## src/hdl/modbus_slave_pkg.sv

```systemverilog
// Purpose: Shared constants and types for the serial slave responder
// Assumes: 16-bit holding registers, one query per frame
// Notes: Register indices are internal slot numbers, not bus addresses
package modbus_slave_pkg;
  localparam logic [7:0] FC_READ_HOLD = 8'h03;
  localparam logic [7:0] FC_READ_INPUT = 8'h04;
  localparam logic [7:0] FC_WRITE_ONE = 8'h06;
  localparam logic [7:0] FC_READ_FILE = 8'h14;
  localparam logic [7:0] EXC_FLAG = 8'h80;
  localparam logic [7:0] EXC_NONE = 8'h00;
  localparam logic [7:0] EXC_ILL_FUNC = 8'h01;
  localparam logic [7:0] EXC_ADDR = 8'h02;
  localparam logic [7:0] EXC_VALUE = 8'h03;
  localparam logic [7:0] EXC_FAIL = 8'h04;
  localparam logic [7:0] EXC_BUSY = 8'h06;
  localparam logic [7:0] EXC_NAK = 8'h07;
  localparam logic [7:0] EXC_OVERFLOW = 8'h09;
  localparam logic [15:0] CRC_INIT = 16'hFFFF;
  localparam logic [15:0] CRC_POLY = 16'hA001;
  localparam logic [3:0] QUERY_LEN = 4'h8;
  localparam logic [7:0] EXC_LEN = 8'h05;
  localparam logic [7:0] ECHO_LEN = 8'h08;
  localparam logic [15:0] REG_RESET = 16'h0000;
  localparam logic [15:0] HYST_MAX_HI = 16'h42C8;
  localparam logic [15:0] HYST_MAX_LO = 16'h0000;
  localparam logic [15:0] STATUS_MAX = 16'h00FF;
  localparam logic [15:0] MAX_BOOL = 16'h0001;
  localparam logic [15:0] MAX_TRI = 16'h0002;
  localparam logic [15:0] MAX_BLOCK = 16'h0003;
  localparam logic [15:0] MAX_LANG = 16'h0005;
  localparam logic [15:0] MAX_TYPE = 16'h0012;
  localparam logic [15:0] OFS_HYST_HI = 16'h0029;
  localparam logic [15:0] OFS_HYST_LO = 16'h002A;
  localparam logic [15:0] OFS_TEMP = 16'h0081;
  localparam logic [15:0] OFS_A1S1_EV = 16'h008D;
  localparam logic [15:0] OFS_A1S2_TYPE = 16'h008E;
  localparam logic [15:0] OFS_A1S2_EV = 16'h008F;
  localparam logic [15:0] OFS_A2S1_TYPE = 16'h0090;
  localparam logic [15:0] OFS_A2S1_EV = 16'h0091;
  localparam logic [15:0] OFS_A2S2_TYPE = 16'h0092;
  localparam logic [15:0] OFS_A2S2_EV = 16'h0093;
  localparam logic [15:0] OFS_DIAG = 16'h009A;
  localparam logic [15:0] OFS_DECIMAL = 16'h009B;
  localparam logic [15:0] OFS_TC_DIAG = 16'h009F;
  localparam logic [15:0] OFS_MAINS = 16'h00A6;
  localparam logic [15:0] OFS_LOWER_EN = 16'h00AE;
  localparam logic [15:0] OFS_LOWER_SEL = 16'h00AF;
  localparam logic [15:0] OFS_LANG = 16'h00C0;
  localparam logic [15:0] OFS_LATCH = 16'h00C8;
  localparam logic [15:0] OFS_STATUS = 16'h00C9;
  localparam logic [15:0] OFS_BLOCK = 16'h00CA;
  typedef enum logic [4:0] {
    IX_HYST_HI, IX_HYST_LO, IX_TEMP, IX_A1S1_EV, IX_A1S2_TYPE, IX_A1S2_EV,
    IX_A2S1_TYPE, IX_A2S1_EV, IX_A2S2_TYPE, IX_A2S2_EV, IX_DIAG, IX_DECIMAL,
    IX_TC_DIAG, IX_MAINS, IX_LOWER_EN, IX_LOWER_SEL, IX_LANG, IX_LATCH,
    IX_STATUS, IX_BLOCK, IX_COUNT
  } reg_idx_t;
  typedef struct packed {
    logic valid;
    logic [7:0] data;
    logic err;
    logic frame_end;
  } rx_t;
  typedef struct packed {
    logic [15:0] hyst_hi;
    logic [3:0] event_high;
    logic alarm_latch;
    logic [1:0] block_sel;
    logic [1:0] diag_route;
    logic mains_50hz;
    logic lower_disp_off;
    logic tc_diag_off;
  } cfg_t;
endpackage : modbus_slave_pkg

```

## src/hdl/frame_crc16.sv

```systemverilog
// Purpose: Running CRC-16 over a byte stream, reflected form
// Assumes: One byte per enable pulse
// Notes: Clear has priority over enable
`timescale 1ns/1ps
`default_nettype none
module frame_crc16 (
  // Clock and reset
  input wire logic i_clk,
  input wire logic i_rst_n,
  // Byte stream
  input wire logic i_clear,
  input wire logic i_en,
  input wire logic [7:0] i_data,
  // Running remainder
  output logic [15:0] o_crc
);
  import modbus_slave_pkg::*;
  logic [15:0] crc_next;

  always_comb
  begin
    crc_next = o_crc ^ {8'h00, i_data};
    for (int b = 0; b < 8; b++)
    begin
      crc_next = crc_next[0] ? ((crc_next >> 1) ^ CRC_POLY) : (crc_next >> 1);
    end
  end

  always_ff @(posedge i_clk or negedge i_rst_n)
  begin
    if (!i_rst_n)
      o_crc <= CRC_INIT;
    else if (i_clear)
      o_crc <= CRC_INIT;
    else if (i_en)
      o_crc <= crc_next;
  end
endmodule : frame_crc16
`default_nettype wire

```

## src/hdl/param_regfile.sv

```systemverilog
// Purpose: Alarm and display set-up registers with range checking
// Assumes: Writes are issued only after the range check passed
// Notes: The alarm status word is live state; writes to it change nothing
`timescale 1ns/1ps
`default_nettype none
module param_regfile (
  // Clock and reset
  input wire logic i_clk,
  input wire logic i_rst_n,
  // Read port
  input wire logic [15:0] i_rd_addr,
  output logic [15:0] o_rd_data,
  output logic o_rd_hit,
  // Write port
  input wire logic [15:0] i_wr_addr,
  input wire logic [15:0] i_wr_data,
  input wire logic i_wr_en,
  output logic o_wr_hit,
  output logic o_wr_ok,
  // Alarm state and configuration
  input wire logic [3:0] i_alarm_active,
  output modbus_slave_pkg::cfg_t o_cfg
);
  import modbus_slave_pkg::*;
  localparam int NUM_REGS = int'(IX_COUNT);
  logic [15:0] regs_reg [NUM_REGS];
  logic [5:0] rd_look;
  logic [5:0] wr_look;
  logic [3:0] event_high;

  function automatic logic [5:0] lookup(input logic [15:0] a);
    case (a)
      OFS_HYST_HI: lookup = {1'b1, IX_HYST_HI};
      OFS_HYST_LO: lookup = {1'b1, IX_HYST_LO};
      OFS_TEMP: lookup = {1'b1, IX_TEMP};
      OFS_A1S1_EV: lookup = {1'b1, IX_A1S1_EV};
      OFS_A1S2_TYPE: lookup = {1'b1, IX_A1S2_TYPE};
      OFS_A1S2_EV: lookup = {1'b1, IX_A1S2_EV};
      OFS_A2S1_TYPE: lookup = {1'b1, IX_A2S1_TYPE};
      OFS_A2S1_EV: lookup = {1'b1, IX_A2S1_EV};
      OFS_A2S2_TYPE: lookup = {1'b1, IX_A2S2_TYPE};
      OFS_A2S2_EV: lookup = {1'b1, IX_A2S2_EV};
      OFS_DIAG: lookup = {1'b1, IX_DIAG};
      OFS_DECIMAL: lookup = {1'b1, IX_DECIMAL};
      OFS_TC_DIAG: lookup = {1'b1, IX_TC_DIAG};
      OFS_MAINS: lookup = {1'b1, IX_MAINS};
      OFS_LOWER_EN: lookup = {1'b1, IX_LOWER_EN};
      OFS_LOWER_SEL: lookup = {1'b1, IX_LOWER_SEL};
      OFS_LANG: lookup = {1'b1, IX_LANG};
      OFS_LATCH: lookup = {1'b1, IX_LATCH};
      OFS_STATUS: lookup = {1'b1, IX_STATUS};
      OFS_BLOCK: lookup = {1'b1, IX_BLOCK};
      default: lookup = 6'h00;
    endcase
  endfunction : lookup

  // Hysteresis high word bound admits floats from +0.0 up to 100.0
  function automatic logic [15:0] max_of(input logic [4:0] ix);
    case (ix)
      IX_HYST_HI: max_of = HYST_MAX_HI;
      IX_HYST_LO: max_of = HYST_MAX_LO;
      IX_A1S2_TYPE, IX_A2S1_TYPE, IX_A2S2_TYPE: max_of = MAX_TYPE;
      IX_TEMP, IX_DIAG, IX_DECIMAL, IX_LOWER_SEL: max_of = MAX_TRI;
      IX_LANG: max_of = MAX_LANG;
      IX_BLOCK: max_of = MAX_BLOCK;
      IX_STATUS: max_of = STATUS_MAX;
      default: max_of = MAX_BOOL;
    endcase
  endfunction : max_of

  assign rd_look = lookup(i_rd_addr);
  assign wr_look = lookup(i_wr_addr);
  assign o_rd_hit = rd_look[5];
  assign o_wr_hit = wr_look[5];
  assign o_wr_ok = i_wr_data <= max_of(wr_look[4:0]);
  // Event direction per setpoint, 0 low and 1 high
  assign event_high = {regs_reg[IX_A2S2_EV][0], regs_reg[IX_A2S1_EV][0],
                       regs_reg[IX_A1S2_EV][0], regs_reg[IX_A1S1_EV][0]};
  assign o_rd_data = (rd_look[4:0] == IX_STATUS) ?
                     {8'h00, event_high, i_alarm_active} :
                     regs_reg[rd_look[4:0]];

  always_ff @(posedge i_clk or negedge i_rst_n)
  begin
    if (!i_rst_n)
    begin
      for (int i = 0; i < NUM_REGS; i++)
        regs_reg[i] <= REG_RESET;
    end
    else if (i_wr_en && o_wr_hit && o_wr_ok && (wr_look[4:0] != IX_STATUS))
      regs_reg[wr_look[4:0]] <= i_wr_data;
  end

  assign o_cfg.hyst_hi = regs_reg[IX_HYST_HI];
  assign o_cfg.event_high = event_high;
  assign o_cfg.alarm_latch = regs_reg[IX_LATCH][0];
  assign o_cfg.block_sel = regs_reg[IX_BLOCK][1:0];
  assign o_cfg.diag_route = regs_reg[IX_DIAG][1:0];
  assign o_cfg.mains_50hz = regs_reg[IX_MAINS][0];
  assign o_cfg.lower_disp_off = regs_reg[IX_LOWER_EN][0];
  assign o_cfg.tc_diag_off = regs_reg[IX_TC_DIAG][0];
endmodule : param_regfile
`default_nettype wire

```

## src/hdl/modbus_slave_exception_regs.sv

```systemverilog
// Purpose: Serial slave query responder with exception answers and set-up registers
// Assumes: Receiver gives bytes, a parity error flag and a frame-end pulse after the
//          last byte; transmitter takes bytes by valid and ready; all on i_clk
// Notes: Supported functions are read holding, read input, write single, file read
//
// Notes on behaviour
// - Clean serviceable query gets a normal reply echoing the function code.
// - Refused query is answered with function code plus 80 hex.
// - Frames with parity or CRC error are discarded without any reply.
// - Exception reply carries one exception code in place of data.
// - Unimplemented register address is answered with exception 02.
// - Unsupported function is answered with exception 01.
// - Write value outside the register's range is refused with exception 03.
// - Internal fault state makes a valid query end with exception 04.
// - Busy device rejects queries with a busy code; master retries later.
// - Device unable to process the message answers exception 07.
// - File read asking more than the reply buffer holds gets exception 09.
// - Alarm status bits 0 to 3 show setpoint alarm active state.
// - Alarm status bits 4 to 7 show event direction, 1 high.
// - Setpoint event registers pick low alarm at 0, high at 1.
// - Output 1 latching register: 0 non-latching, 1 latching.
// - Blocking register: 0 off, 1 setpoint 1, 2 setpoint 2, 3 both.
// - Hysteresis accepts only 0.0 to 100 percent; other values refused.
// - Mains frequency register: 0 selects 60 Hz, 1 selects 50 Hz.
`timescale 1ns/1ps
`default_nettype none
module modbus_slave_exception_regs #(
  parameter logic [15:0] RESP_WORDS = 16'h0008
) (
  // Clock and reset
  input wire logic i_clk,
  input wire logic i_rst_n,
  // Received bytes
  input wire modbus_slave_pkg::rx_t i_rx,
  // Bytes to transmit
  output logic [7:0] o_tx_data,
  output logic o_tx_valid,
  input wire logic i_tx_ready,
  // Device state
  input wire logic [7:0] i_slave_addr,
  input wire logic i_busy,
  input wire logic i_fault,
  input wire logic i_nak,
  input wire logic [3:0] i_alarm_active,
  // Configuration
  output modbus_slave_pkg::cfg_t o_cfg
);
  import modbus_slave_pkg::*;

  typedef enum logic [2:0] {ST_RX, ST_EVAL, ST_CHECK, ST_LOAD, ST_SEND} state_t;
  typedef enum logic [1:0] {RESP_EXC, RESP_READ, RESP_WRITE} resp_t;

  state_t state_reg;
  resp_t kind_reg;
  logic [7:0] buf_reg [QUERY_LEN];
  logic [3:0] rx_cnt_reg;
  logic rx_bad_reg;
  logic [7:0] exc_reg;
  logic [7:0] tx_idx_reg;
  logic [7:0] tx_len_reg;
  logic [7:0] tx_data_reg;
  logic [15:0] chk_reg;
  logic [15:0] rx_crc;
  logic [15:0] tx_crc;
  logic [7:0] fc;
  logic [15:0] start;
  logic [15:0] arg;
  logic end_ev;
  logic frame_good;
  logic fc_known;
  logic fc_read;
  logic pre_ok;
  logic [7:0] eval_exc;
  logic wr_en;
  logic wr_hit;
  logic wr_ok;
  logic rd_hit;
  logic [15:0] rd_data;
  logic [15:0] rd_addr;
  logic [7:0] doff;
  logic [7:0] byte_next;
  logic tx_fire;

  assign fc = buf_reg[1];
  assign start = {buf_reg[2], buf_reg[3]};
  assign arg = {buf_reg[4], buf_reg[5]};
  assign end_ev = (state_reg == ST_RX) && i_rx.frame_end;
  // Remainder over a whole frame including its CRC is zero when intact
  assign frame_good = (rx_cnt_reg >= 4'h4) && !rx_bad_reg && (rx_crc == 16'h0000) &&
                      (buf_reg[0] == i_slave_addr);
  assign fc_read = (fc == FC_READ_HOLD) || (fc == FC_READ_INPUT) || (fc == FC_READ_FILE);
  assign fc_known = fc_read || (fc == FC_WRITE_ONE);
  assign pre_ok = !i_busy && !i_fault && !i_nak && fc_known && (rx_cnt_reg == QUERY_LEN);
  assign tx_fire = o_tx_valid && i_tx_ready;
  assign o_tx_valid = state_reg == ST_SEND;
  assign o_tx_data = tx_data_reg;
  assign wr_en = (state_reg == ST_EVAL) && (eval_exc == EXC_NONE) && (fc == FC_WRITE_ONE);
  assign doff = tx_idx_reg - 8'h03;
  assign rd_addr = (state_reg == ST_CHECK) ? (start + chk_reg) :
                   (start + {9'h000, doff[7:1]});

  // Query reception; bytes arriving while a reply is in progress are dropped
  always_ff @(posedge i_clk or negedge i_rst_n)
  begin
    if (!i_rst_n)
    begin
      rx_cnt_reg <= 4'h0;
      rx_bad_reg <= 1'b0;
      for (int i = 0; i < int'(QUERY_LEN); i++)
        buf_reg[i] <= 8'h00;
    end
    else if ((end_ev && !frame_good) || (state_reg == ST_SEND))
    begin
      rx_cnt_reg <= 4'h0;
      rx_bad_reg <= 1'b0;
    end
    else if ((state_reg == ST_RX) && i_rx.valid)
    begin
      if (rx_cnt_reg < QUERY_LEN)
      begin
        buf_reg[rx_cnt_reg[2:0]] <= i_rx.data;
        rx_cnt_reg <= rx_cnt_reg + 4'h1;
      end
      rx_bad_reg <= rx_bad_reg || i_rx.err || (rx_cnt_reg == QUERY_LEN);
    end
  end

  frame_crc16 u_rx_crc (
    .i_clk(i_clk),
    .i_rst_n(i_rst_n),
    .i_clear(end_ev || (state_reg != ST_RX)),
    .i_en((state_reg == ST_RX) && i_rx.valid),
    .i_data(i_rx.data),
    .o_crc(rx_crc)
  );

  frame_crc16 u_tx_crc (
    .i_clk(i_clk),
    .i_rst_n(i_rst_n),
    .i_clear(state_reg == ST_EVAL),
    .i_en(tx_fire && (tx_idx_reg < tx_len_reg - 8'h02)),
    .i_data(tx_data_reg),
    .o_crc(tx_crc)
  );

  param_regfile u_regs (
    .i_clk(i_clk),
    .i_rst_n(i_rst_n),
    .i_rd_addr(rd_addr),
    .o_rd_data(rd_data),
    .o_rd_hit(rd_hit),
    .i_wr_addr(start),
    .i_wr_data(arg),
    .i_wr_en(wr_en),
    .o_wr_hit(wr_hit),
    .o_wr_ok(wr_ok),
    .i_alarm_active(i_alarm_active),
    .o_cfg(o_cfg)
  );

  // Exception choice in priority order
  always_comb
  begin
    if (i_busy)
      eval_exc = EXC_BUSY;
    else if (i_fault)
      eval_exc = EXC_FAIL;
    else if (i_nak)
      eval_exc = EXC_NAK;
    else if (!fc_known)
      eval_exc = EXC_ILL_FUNC;
    else if (rx_cnt_reg != QUERY_LEN)
      eval_exc = EXC_VALUE;
    else if ((fc == FC_READ_FILE) && (arg > RESP_WORDS))
      eval_exc = EXC_OVERFLOW;
    else if (fc_read && ((arg == 16'h0000) || (arg > RESP_WORDS)))
      eval_exc = EXC_VALUE;
    else if ((fc == FC_WRITE_ONE) && !wr_hit)
      eval_exc = EXC_ADDR;
    else if ((fc == FC_WRITE_ONE) && !wr_ok)
      eval_exc = EXC_VALUE;
    else
      eval_exc = EXC_NONE;
  end

  // Sequencing of evaluation, read address walk and reply
  always_ff @(posedge i_clk or negedge i_rst_n)
  begin
    if (!i_rst_n)
    begin
      state_reg <= ST_RX;
      kind_reg <= RESP_EXC;
      exc_reg <= EXC_NONE;
      tx_len_reg <= EXC_LEN;
      chk_reg <= 16'h0000;
    end
    else
    begin
      unique case (state_reg)
        ST_RX:
        begin
          if (end_ev && frame_good)
            state_reg <= ST_EVAL;
        end
        ST_EVAL:
        begin
          chk_reg <= 16'h0000;
          if (eval_exc != EXC_NONE)
          begin
            kind_reg <= RESP_EXC;
            exc_reg <= eval_exc;
            tx_len_reg <= EXC_LEN;
            state_reg <= ST_LOAD;
          end
          else if (fc == FC_WRITE_ONE)
          begin
            kind_reg <= RESP_WRITE;
            tx_len_reg <= ECHO_LEN;
            state_reg <= ST_LOAD;
          end
          else
          begin
            kind_reg <= RESP_READ;
            tx_len_reg <= EXC_LEN + {arg[6:0], 1'b0};
            state_reg <= ST_CHECK;
          end
        end
        ST_CHECK:
        begin
          if (!rd_hit)
          begin
            kind_reg <= RESP_EXC;
            exc_reg <= EXC_ADDR;
            tx_len_reg <= EXC_LEN;
            state_reg <= ST_LOAD;
          end
          else if (chk_reg == arg - 16'h0001)
            state_reg <= ST_LOAD;
          else
            chk_reg <= chk_reg + 16'h0001;
        end
        ST_LOAD:
          state_reg <= ST_SEND;
        ST_SEND:
        begin
          if (tx_fire)
            state_reg <= (tx_idx_reg == tx_len_reg - 8'h01) ? ST_RX : ST_LOAD;
        end
      endcase
    end
  end

  // Reply byte for the current position
  always_comb
  begin
    if (tx_idx_reg == tx_len_reg - 8'h02)
      byte_next = tx_crc[7:0];
    else if (tx_idx_reg == tx_len_reg - 8'h01)
      byte_next = tx_crc[15:8];
    else if (tx_idx_reg == 8'h00)
      byte_next = buf_reg[0];
    else
    begin
      unique case (kind_reg)
        RESP_EXC:
          byte_next = (tx_idx_reg == 8'h01) ? (fc | EXC_FLAG) : exc_reg;
        RESP_WRITE:
          byte_next = buf_reg[tx_idx_reg[2:0]];
        RESP_READ:
        begin
          if (tx_idx_reg == 8'h01)
            byte_next = fc;
          else if (tx_idx_reg == 8'h02)
            byte_next = {arg[6:0], 1'b0};
          else
            byte_next = doff[0] ? rd_data[7:0] : rd_data[15:8];
        end
        default:
          byte_next = 8'h00;
      endcase
    end
  end

  always_ff @(posedge i_clk or negedge i_rst_n)
  begin
    if (!i_rst_n)
      tx_data_reg <= 8'h00;
    else if (state_reg == ST_LOAD)
      tx_data_reg <= byte_next;
  end

  always_ff @(posedge i_clk or negedge i_rst_n)
  begin
    if (!i_rst_n)
      tx_idx_reg <= 8'h00;
    else if (state_reg == ST_EVAL)
      tx_idx_reg <= 8'h00;
    else if (tx_fire)
      tx_idx_reg <= tx_idx_reg + 8'h01;
  end
endmodule : modbus_slave_exception_regs
`default_nettype wire

```

## config.mk

```make
export PLATFORM = sky130hd
export DESIGN_NAME = modbus_slave_exception_regs
export DESIGN_NICKNAME = d
export VERILOG_FILES = /design/src/hdl/modbus_slave_pkg.sv /design/src/hdl/frame_crc16.sv /design/src/hdl/param_regfile.sv /design/src/hdl/modbus_slave_exception_regs.sv
export SDC_FILE = /design/constraint.sdc
export NUM_CORES = 1
export LEC_CHECK = 0
export ABC_AREA = 1
export BUFFER_PORTS_ARGS = -buffer_cell sky130_fd_sc_hd__buf_4
export CAP_MARGIN = 20
export CORE_ASPECT_RATIO = 1.2
export CORE_MARGIN = 1.5
export CORE_UTILIZATION = 40
export CTS_BUF_LIST = sky130_fd_sc_hd__clkbuf_8
export DETAILED_ROUTE_END_ITERATION = 6
export GPL_TIMING_DRIVEN = 1
export PLACE_DENSITY = 0.52
export SETUP_SLACK_MARGIN = 0.15
export SLEW_MARGIN = 20
export SYNTH_ARGS = -nofsm -noshare
export SYNTH_HDL_FRONTEND = slang
export SYNTH_SLANG_ARGS = --single-unit
```

## constraint.sdc

```tcl
create_clock -name i_clk -period 7.2 [get_ports i_clk]
set_input_delay 1.08 -clock i_clk [delete_from_list [all_inputs] [get_ports i_clk]]
set_output_delay 1.08 -clock i_clk [all_outputs]
set_load 0.005 [all_outputs]
```

---- Word-level counts from Yosys, hierarchy flattened ----
Memory sizes are Yosys's and may differ from the RTL's.
Cells that the tools add are included.
W data, S select, Z words.
storage, ports and cells
  bits in registers ....................... 474
  bits in read-only memories .............. 320
  output and inout bits ................... 37
  word-level logic and storage cells ...... 285
  memories kept ........................... 1
memory list
  memory            words  width  rd ports  clocked after Yosys merged registers in  write ports  RTL line             text
  (name not given)  32     10     1         0                                        0            param_regfile.sv:59  case (ix)
cells by class
  add/sub/neg operators ................... 10
  order comparisons ....................... 11
  equality and inequality tests ........... 67
  mux-type cells .......................... 82
  bitwise logic cells ..................... 23
  reduce and logical (&&, ||, !) cells .... 52
operators with widths
  kind                     count
  $eq A16 B8 Y1 const B    36
  $mux W16                 27
  $bwmux W320              1
  $pmux W6 S20             2
  $mux W8                  17
  $bmux W16 S5             1
  $demux W16 S5            1
  $bwmux W64               1
  $eq A16 B6 Y1 const B    4
  $not A2 Y3               16
  $mux W4                  9
  $logic_not A16 Y1        2
  $pmux W16 S2             1
  $pmux W8 S2              2
  $xor A16 B8 Y16          2
  $bmux W8 S3              1
  $demux W8 S3             1
  $eq A8 B8 Y1             3
  $pmux W8 S3              1
  $logic_and A1 B1 Y1      20
  $add A16 B1 Y16 const B  1
  $add A16 B16 Y16         1
  $add A16 B7 Y16          1
  $eq A16 B16 Y1           1
  49 further kinds         93

---- Logic depth before layout (Yosys ltp) ----
Gate-level depths: netlist of run 1.
An unclocked memory read counts as a cell.
  depth in word-level cells ............... 21
  gate-level depth with buffers ........... 48
  depth with buffers taken out ............ 46

---- Modules after synthesis ----
Synthesis of run 1 repeated with hierarchy kept, for this count alone.
unflattened totals
  cells, all modules ...................... 4087
  area total of the unflattened synthesis .. 28513.6 µm²
by module, submodules not included
  module                       times used  cells each  area an instance (µm²)  sequential area each (µm²)
  param_regfile                1           2435        17225.3                 8007.7
  modbus_slave_exception_regs  1           1377        9181.3                  2955.3
  frame_crc16 (u_rx_crc)       1           124         1072.3                  420.4
  frame_crc16 (u_tx_crc)       1           151         1034.7                  420.4

---- Worst setup path after synthesis of run 1 ----
No wires, ideal clock.
  path kind ............................... register to register
  start ................................... register buf_reg[41] (netlist bit)
  end ..................................... register u_regs.regs_reg[113] (netlist bit)
  library setup time ...................... 0.137 ns
  arrival ................................. 4.649 ns
  required time ........................... 7.063 ns
  setup slack ............................. 2.414 ns
  cell stages (with the launch flop) ...... 38
  buffers on the path ..................... 2
  period minus slack after synthesis ...... 4.786 ns
  path through ............................ dfrtp_1 > nor4_1 > and2_1 > inv_1 > nor2_1 > nand2_1 > nor3_1 > inv_1 > nor2_1 > inv_1 > nor2_1 > o41ai_1 > nand2_1 > inv_1 > o211ai_1 > o21ai_0 > a21oi_1 > ha_1 > (+2 left out) > a211oi_1 > o221ai_1 > nand2_1 > a22o_1 > a21oi_1 > o21ai_1 > nand2_1 > a21o_1 > nor2_1 > nand2_1 > nor2_1 > nand2_1 > inv_2 > buf_2 > nand4_1 > clkbuf_1 > nand2_1 > o21ai_0
between the ends
  longest elaborated chain between the ends .. 21
  elaborated cells between the ends (all ways) .. 50
  classes of those cells .................. 3 x order compare; 21 x eq/ne; 13 x mux; 1 x bitwise; 11 x reduce/logical; 1 x memory
RTL lines
  element                                                RTL line                            text
  start: declaration                                     modbus_slave_exception_regs.sv:55   logic [7:0] buf_reg [QUERY_LEN];
  start signal: indexed assignment                       modbus_slave_exception_regs.sv:121  buf_reg[rx_cnt_reg[2:0]] <= i_rx.data;
  $eq A16 B8 Y1 / $eq A16 B6 Y1 (equally long branches)  param_regfile.sv:32                 case (a)
  $pmux W6 S20 *                                         param_regfile.sv:32
  $mem_v2 Z32 W10                                        --
  $le A16 B16 Y1                                         param_regfile.sv:75                 assign o_wr_ok = i_wr_data <= max_of(wr_look[4:0]);
  $logic_not A1 Y1                                       modbus_slave_exception_regs.sv:180  else if ((fc == FC_WRITE_ONE) && !wr_ok)
  $logic_and A1 B1 Y1                                    modbus_slave_exception_regs.sv:180
  $mux W2                                                modbus_slave_exception_regs.sv:180
  $mux W2                                                modbus_slave_exception_regs.sv:178  else if ((fc == FC_WRITE_ONE) && !wr_hit)
  (+2 left out)                                          --
  $mux W4                                                modbus_slave_exception_regs.sv:172  else if (rx_cnt_reg != QUERY_LEN)
  $mux W4                                                modbus_slave_exception_regs.sv:170  else if (!fc_known)
  $mux W4                                                modbus_slave_exception_regs.sv:168  else if (i_nak)
  $mux W4                                                modbus_slave_exception_regs.sv:166  else if (i_fault)
  $mux W4                                                modbus_slave_exception_regs.sv:164  if (i_busy)
  $logic_not A8 Y1                                       modbus_slave_exception_regs.sv:97   assign wr_en = (state_reg == ST_EVAL) && (eval_exc == EXC_NONE) && (fc == FC_WRITE_ONE);
  $logic_and A1 B1 Y1 (2 in series)                      modbus_slave_exception_regs.sv:97
  $logic_and A1 B1 Y1 (3 in series)                      param_regfile.sv:90                 else if (i_wr_en && o_wr_hit && o_wr_ok && (wr_look[4:0] != IX_STATUS))
  end signal: indexed assignment                         param_regfile.sv:91                 regs_reg[wr_look[4:0]] <= i_wr_data;
  end: declaration                                       param_regfile.sv:26                 logic [15:0] regs_reg [NUM_REGS];
Every way passes the cells marked *; elsewhere a longest branch is shown, timed or not.
A chain may end at the register's enable or synchronous reset.

---- Final worst setup path of run 1 ----
  start ................................... register tx_idx_reg[0]
  end ..................................... register tx_data_reg[6] (netlist: o_tx_data[6])
between the ends
  longest elaborated chain between the ends .. 17
  elaborated cells between the ends (all ways) .. 47
  classes of those cells .................. 2 x add/sub; 25 x eq/ne; 17 x mux; 2 x bitwise; 1 x reduce/logical
RTL lines
  element                                                RTL line                            text
  start: declaration                                     modbus_slave_exception_regs.sv:59   logic [7:0] tx_idx_reg;
  start signal: assignment                               modbus_slave_exception_regs.sv:299  tx_idx_reg <= tx_idx_reg + 8'h01;
  $sub A8 B2 Y8                                          modbus_slave_exception_regs.sv:98   assign doff = tx_idx_reg - 8'h03;
  $add A16 B7 Y16                                        modbus_slave_exception_regs.sv:100  (start + {9'h000, doff[7:1]});
  $mux W16                                               modbus_slave_exception_regs.sv:99   assign rd_addr = (state_reg == ST_CHECK) ? (start + chk_reg) :
  $eq A16 B8 Y1 / $eq A16 B6 Y1 (equally long branches)  param_regfile.sv:32
  $pmux W6 S20                                           param_regfile.sv:32
  $not A5 Y6 (not written as such)                       param_regfile.sv:81                 regs_reg[rd_look[4:0]];
  $bmux W16 S5                                           param_regfile.sv:81
  $mux W16 (not written as such) (2 in series)           param_regfile.sv:81
  $mux W16                                               param_regfile.sv:79                 assign o_rd_data = (rd_look[4:0] == IX_STATUS) ?
  $mux W8                                                modbus_slave_exception_regs.sv:276  byte_next = doff[0] ? rd_data[7:0] : rd_data[15:8];
  $mux W8                                                modbus_slave_exception_regs.sv:273  else if (tx_idx_reg == 8'h02)
  $mux W8                                                modbus_slave_exception_regs.sv:271  if (tx_idx_reg == 8'h01)
  $pmux W8 S3                                            modbus_slave_exception_regs.sv:264  unique case (kind_reg)
  $mux W8                                                modbus_slave_exception_regs.sv:260  else if (tx_idx_reg == 8'h00)
  $mux W8                                                modbus_slave_exception_regs.sv:258  else if (tx_idx_reg == tx_len_reg - 8'h01)
  $mux W8 *                                              modbus_slave_exception_regs.sv:256  if (tx_idx_reg == tx_len_reg - 8'h02)
  end signal: assignment                                 modbus_slave_exception_regs.sv:289  tx_data_reg <= byte_next;
  end: declaration                                       modbus_slave_exception_regs.sv:61   logic [7:0] tx_data_reg;
Every way passes the cells marked *; elsewhere a longest branch is shown, timed or not. The select of a mux whose other input is x is not followed.

==> impl_metrics.yaml, run 1 <==
yosys:
  synth_area_sq_um: 26400
  syn_nets: 3622
  synth-seq-cells: 469
  synth_top_area_share_pct: 41.3
  syn_inst: 3545
  syn_avg_cell_area_sq_um: 7.44
  synth-edff-count: 0
  ys_async_sr_fraction_pct: 100
  synth_cell_types: 58
  yosys_warnings: 0
  synth_top_cell_by_area: "dfrtp_1"
  synth-seq-area-share_pct: 44.7
  synth_ff_type: "dfrtp_1"
  synth.area.top_cells: "dfrtp_1, nand2_1, o21ai_0, nand3_1, inv_1"
cts:
  tritoncts: "built"
  clockRootBuffer: "clkbuf_8"
  htreeDepth: 3
  clk_latency_ns: 0.70
  hold_buffers: 0
  path_clk_slew_ns: 0.06
  cts_inserted_buffers: 85
  cts.path.max_buffers: 3
  clock-sinks: 469
worst_hold_path:
  hold_class: "in2async"
critical_path:
  critical-path-slowest-cell: "dfrtp_1"
  critPathMaxStageDelay_ns: 0.53
  crit_buf_inv: 2
  crit_arrival_ns: 7.18
  worst-path-max-fanout: 43
  worstPathRequired_ns: 7.84
  critPathKind: "reg2reg"
  critPathMostFrequentCell: "nand2_1"
  crit_family: "simple AND/OR/NAND/NOR gates"
  cp-end-kind: "flip-flop"
  cp-start-kind: "flip-flop"
floorplanning:
  initial_core_util_pct: 40.7
  coreArea_sq_um: 64800
  rows: 102
  chipHeight_um: 284
  die_x_um: 237
  dieArea_sq_um: 67500
  io_pins: 66
placement:
  dp_slack_ns: 0.347
  place_hpwl_um: 67500
  gp_congestion: 0.969
  io_buffers: 65
route:
  drtAntennaViolNets: 0
  dr.pass1.iters: 6
  drc: 0
  drt-initial-drc-count: 2225
  drt-wirelength-per-cell_um: 22.1
  via_count: 24477
  routed_via_density: 5.53
  routed_wl_um: 97700
global_routing:
  grt_pass1_wl_um: 149000
  gr-usage-all-layers_pct: 29.1
  gr-total-overflow: 0
  grt_pass1_vias: 24384
  grt_max_degree: 151
  antenna_found_initial: 2
sta:
  rsz0062_at_grt: "true"
  worst_pin_slew_ns: 1.10
  setup_viol: 0
  layout_setup_ws_ns: 0.660
  clock.fmax_mhz: 153
  hold_viol_final: 0
  slew_violations: 0
  period_share_pct: 90.8
  tns_ns: 0
  slew_headroom_pct: 26.7
  fin_crit_ns: 6.54
  clock_skew_ns: 0.0345
cells_and_area:
  largest_reg_flops: 291
  post-route-util_pct: 45.0
  syn2layout_area_growth_pct: 10.6
  final_layout_size_suffix_gt1_share_pct: 9.05
  nFillCells: 6651
  layout.area.seq_sq_um: 11800
  fin_nets: 3610
  layout_common_cells: "nand2_1, o21ai_0, dfrtp_1"
  final_common_cell: "nand2_1"
  multi_input_area_sq_um: 12400
pwr:
  power.density_nw_per_um2: 269
  ir_drop_mv: 0.172
  leakage_uw: 0.0139
status:
  status: "complete, no violations"
job:
  max-cap-violations: 0
[cells in the mapped netlist, types with 3 or more instances]
cell and n:
inv_2 8, nand2_1 1039, a22oi_1 17, o31ai_1 5
buf_6 8, buf_4 33, a2111oi_0 5, inv_1 286
nor4_1 9, nand4_1 31, xnor2_1 50, clkinv_1 10
buf_2 42, nand2_2 4, or2_2 3, dfstp_2 34
nor2_1 237, a211oi_1 9, nor2_2 6, o2111ai_1 3
a21oi_1 128, o221ai_1 9, dfrtp_1 435, o22ai_1 6
nor3b_1 3, nand3_2 6, clkbuf_1 140, nand3_1 270
o21ai_0 486, o21ai_1 14, nor3_1 47, xor2_1 52
o211ai_1 30, ha_1 47
[where the power goes]
group | internal, uW | switching (uW) | total [uW] | leakage (uW)
Clock | 1410 | 1210 | 2620 | 0.000988
Sequential | 2800 | 237 | 3030 | 0.00639
Combinational | 647 | 1540 | 2190 | 0.00656
[metrics by stage]
step                      std cells  cell area [sq um]  power (uW)  hold WS (ns)
after floorplan                3545              26400        4430         0.429
after global placement         4274              27300        5250         0.365
after detailed placement       4274              27300        5250         0.366
after CTS                      4421              29100        7900         0.317
after global routing           4426              29200        8290         0.353
final                          4427              29200        7850         0.345
[worst paths after layout]
check / end / start / slack (ns) / cells past startpoint
min: u_regs.regs_reg[181]$_DFFE_PN0P_ / i_rst_n / 0.34 / 1
max: o_tx_data[6]$_DFFE_PN0P_ / tx_idx_reg[0]$_DFFE_PN0P_ / 0.66 / 37
min in group i_clk: u_regs.regs_reg[30]$_DFFE_PN0P_ / u_regs.regs_reg[30]$_DFFE_PN0P_ / 0.38 / 0
max reg2reg: o_tx_data[6]$_DFFE_PN0P_ / tx_idx_reg[0]$_DFFE_PN0P_ / 0.66 / 37
max in group asynchronous: u_regs.regs_reg[30]$_DFFE_PN0P_ / i_rst_n / 5.48 / 2
min reg2reg: u_regs.regs_reg[30]$_DFFE_PN0P_ / u_regs.regs_reg[30]$_DFFE_PN0P_ / 0.38 / 0
[logic make-up after synthesis]
group                      Yosys count  share of synthesized area [%]
adders and majority gates           48                           2.31
DFF                                469                           44.7
buffers and inverters              528                           8.43
and+or+nand+nor                   1666                           26.2
xor gates and xnor gates           102                           3.39
AOI/OAI and AO/OA                  732                           15.0
[final cells by class]
type	count	area share [%]
sequential	469	40.4
clock buffer	111	5.24
antenna	2	0.0172
timing repair buffer	124	3.63
clock inverter	36	0.721
multi-input combinational	2548	42.5
inverter	305	3.94
tap	832	3.57
[per-layer routing]
| metal | part of all wire [%] | GRT usage (%) | vias to the layer above |
|---|---|---|---|
| met1 | 41 | 35.7 | 11870 |
| met3 | 5.3 | 4.05 | 243 |
| met5 | 0 | 0 | - |
| met2 | 49 | 49.8 | 848 |
| met4 | 5.1 | 14.5 | 0 |
| li1 | - | - | 11516 |
[repair_timing]
action / CTS / global route
setup endpoints to repair: 0 / 292
gates resized for setup: 0 / 10
setup buffers: 0 / 3
Note: power is estimated with default switching activity, not from simulation.
==> inputs of run 2 (changes only) <==
Settings changed: CORE_UTILIZATION 40 to 45, PLACE_DENSITY 0.52 to 0.58.
==> impl_metrics.yaml, run 2 (synthesized netlist as in run 1, its figures left out) <==
cells_and_area:
  layout_common_cells: "nand2_1, o21ai_0, dfrtp_1"
  final_cell_area_sq_um: 29100
  syn2layout_area_growth_pct: 10.3
  final_layout_size_suffix_gt1_share_pct: 8.79
  largest_reg_flops: 291
  fin_nets: 3605
  final_common_cell: "nand2_1"
critical_path:
  worst-path-max-fanout: 38
  critical-path-slowest-cell: "dfrtp_1"
  crit_arrival_ns: 7.06
  critPathMostFrequentCell: "nand2_1"
  rr_worst_depth: 40
  reg2reg_to: "o_tx_data[4]$_DFFE_PN0P_"
  r2r_start: "tx_idx_reg[5]$_DFFE_PN0P_"
  critPathKind: "reg2reg"
  cp-end-kind: "flip-flop"
  reg2reg_slack_ns: 0.74
  cp-start-kind: "flip-flop"
  critPathMaxStageDelay_ns: 0.48
  crit_path_start: "tx_idx_reg[5]$_DFFE_PN0P_"
  cp-endpoint: "o_tx_data[4]$_DFFE_PN0P_"
  worstPathRequired_ns: 7.80
pwr:
  power_frac_seq_pct: 38.1
  combPwrFrac_pct: 28.0
  power.switching_uw: 2910
  power.density_nw_per_um2: 272
  power_uw: 7920
  clockPowerShare_pct: 34.0
  ir_drop_mv: 0.245
  p_int_uw: 5010
  sw_frac_of_total_pct: 36.8
  leakage_uw: 0.0140
sta:
  clock.fmax_mhz: 155
  slew_violations: 0
  setup_viol: 0
  slew_headroom_pct: 25.5
  layout_setup_ws_ns: 0.739
  hold_slack_ns: 0.377
  worst_pin_slew_ns: 1.11
  rsz0062_at_grt: "false"
  tns_ns: 0
  clock_skew_ns: 0.0239
  hold_viol_final: 0
  fin_crit_ns: 6.46
  period_share_pct: 89.7
placement:
  gp_congestion: 0.974
  place_hpwl_um: 64400
  place_area_sq_um: 27200
  dp_slack_ns: 0.240
  io_buffers: 65
route:
  drt-wirelength-per-cell_um: 21.3
  routed_wl_um: 92400
  drc: 0
  drtAntennaViolNets: 0
  via_count: 24351
  dr.pass1.iters: 7
  routed_via_density: 5.61
  drt-initial-drc-count: 2413
worst_hold_path:
  hold_class: "reg2reg"
cts:
  htreeDepth: 3
  cts.path.max_buffers: 3
  clock-sinks: 469
  clk_latency_ns: 0.68
  cts_inserted_buffers: 82
  tritoncts: "built"
  clockRootBuffer: "clkbuf_8"
  path_clk_slew_ns: 0.06
floorplanning:
  coreArea_sq_um: 58100
  dieArea_sq_um: 60000
  die_x_um: 224
  chipHeight_um: 268
  initial_core_util_pct: 45.3
  io_pins: 66
  rows: 97
global_routing:
  grt_pass1_vias: 23715
  gr-usage-all-layers_pct: 31.2
  grt_pass1_wl_um: 143000
  gr-total-overflow: 0
  grt_max_degree: 136
  antenna_found_initial: 1
status:
  status: "complete, no violations"
job:
  max-cap-violations: 0
[run 2: cell count changes in the layout (fill, tap and decap cells not counted), moves of 2 or more]
cell,before,now
clkinv_2,6,3
clkbuf_8,111,102
buf_4,111,109
bufinv_16,1,7
inv_1,309,318
[run 2: worst min path at each step]
| stage | from | end | depth (start not counted) |
|---|---|---|---|
| 5_1_grt | u_regs.regs_reg[30]$_DFFE_PN0P_ | u_regs.regs_reg[30]$_DFFE_PN0P_ | 0 |
| 4_1_cts | u_regs.regs_reg[20]$_DFFE_PN0P_ | u_regs.regs_reg[20]$_DFFE_PN0P_ | 0 |
| 3_3_place_gp | u_regs.regs_reg[21]$_DFFE_PN0P_ | u_regs.regs_reg[21]$_DFFE_PN0P_ | 0 |
| 6_report | u_regs.regs_reg[20]$_DFFE_PN0P_ | u_regs.regs_reg[20]$_DFFE_PN0P_ | 0 |
| 2_1_floorplan | u_regs.regs_reg[16]$_DFFE_PN0P_ | u_regs.regs_reg[16]$_DFFE_PN0P_ | 1 |
| 3_5_place_dp | u_regs.regs_reg[20]$_DFFE_PN0P_ | u_regs.regs_reg[20]$_DFFE_PN0P_ | 0 |
[run 2: critical path, delay by kind of cell (launching register included)]
family	cells	cell delay [ns]
AND/OR/NAND/NOR	29	3.50
AO/OA/AOI/OAI	5	1.08
flip-flops	1	0.48
adder cells (fa/ha/maj)	1	0.33
buffers and inverters	5	0.92
[run 2: cell type report]
class	count	area, sq um
Clock inverter	48	394
Fill cell	5821	29100
Timing Repair Buffer	122	1030
Inverter	305	1150
Tap cell	742	928
Clock buffer	102	1400
Antenna cell	1	2.50
Multi-Input combinational cell	2548	12400
Sequential cell	469	11800
[run 2: power by group through the flow]
stage	registers, uW	logic (uW)	clock network (uW)
floorplan	2950	1490	0
global placement	3060	2140	0
detailed placement	3060	2140	0
CTS	3010	2150	2740
global route	3030	2460	2860
finish	3010	2220	2690
[run 2: what timing repair did]
action | 4_1_cts | 5_1_grt
setup endpoints to repair | 0 | 300
hold buffers | 0 | 0
gates resized for setup | 0 | 11
hold endpoints to repair | 0 | 0
buffers inserted | 0 | 3
[run 2: stage by stage]
| stage | instances | utilization (%) |
|---|---|---|
| 2_1_floorplan | 3545 | - |
| 3_3_place_gp | 4182 | 46.8 |
| 3_5_place_dp | 4182 | 46.8 |
| 4_1_cts | 4332 | 49.9 |
| 5_1_grt | 4337 | 50.0 |
| 6_report | 4337 | 50.0 |
[run 2: routing by layer]
layer	global-route usage [%]	up-vias	part of all wire [%]	wire length, um
met5	0	-	0	0
met2	52.4	868	48	44500
li1	-	11525	-	-
met3	4.02	228	5.6	5210
met4	16.7	0	5.6	5200
met1	39.2	11730	41	37500
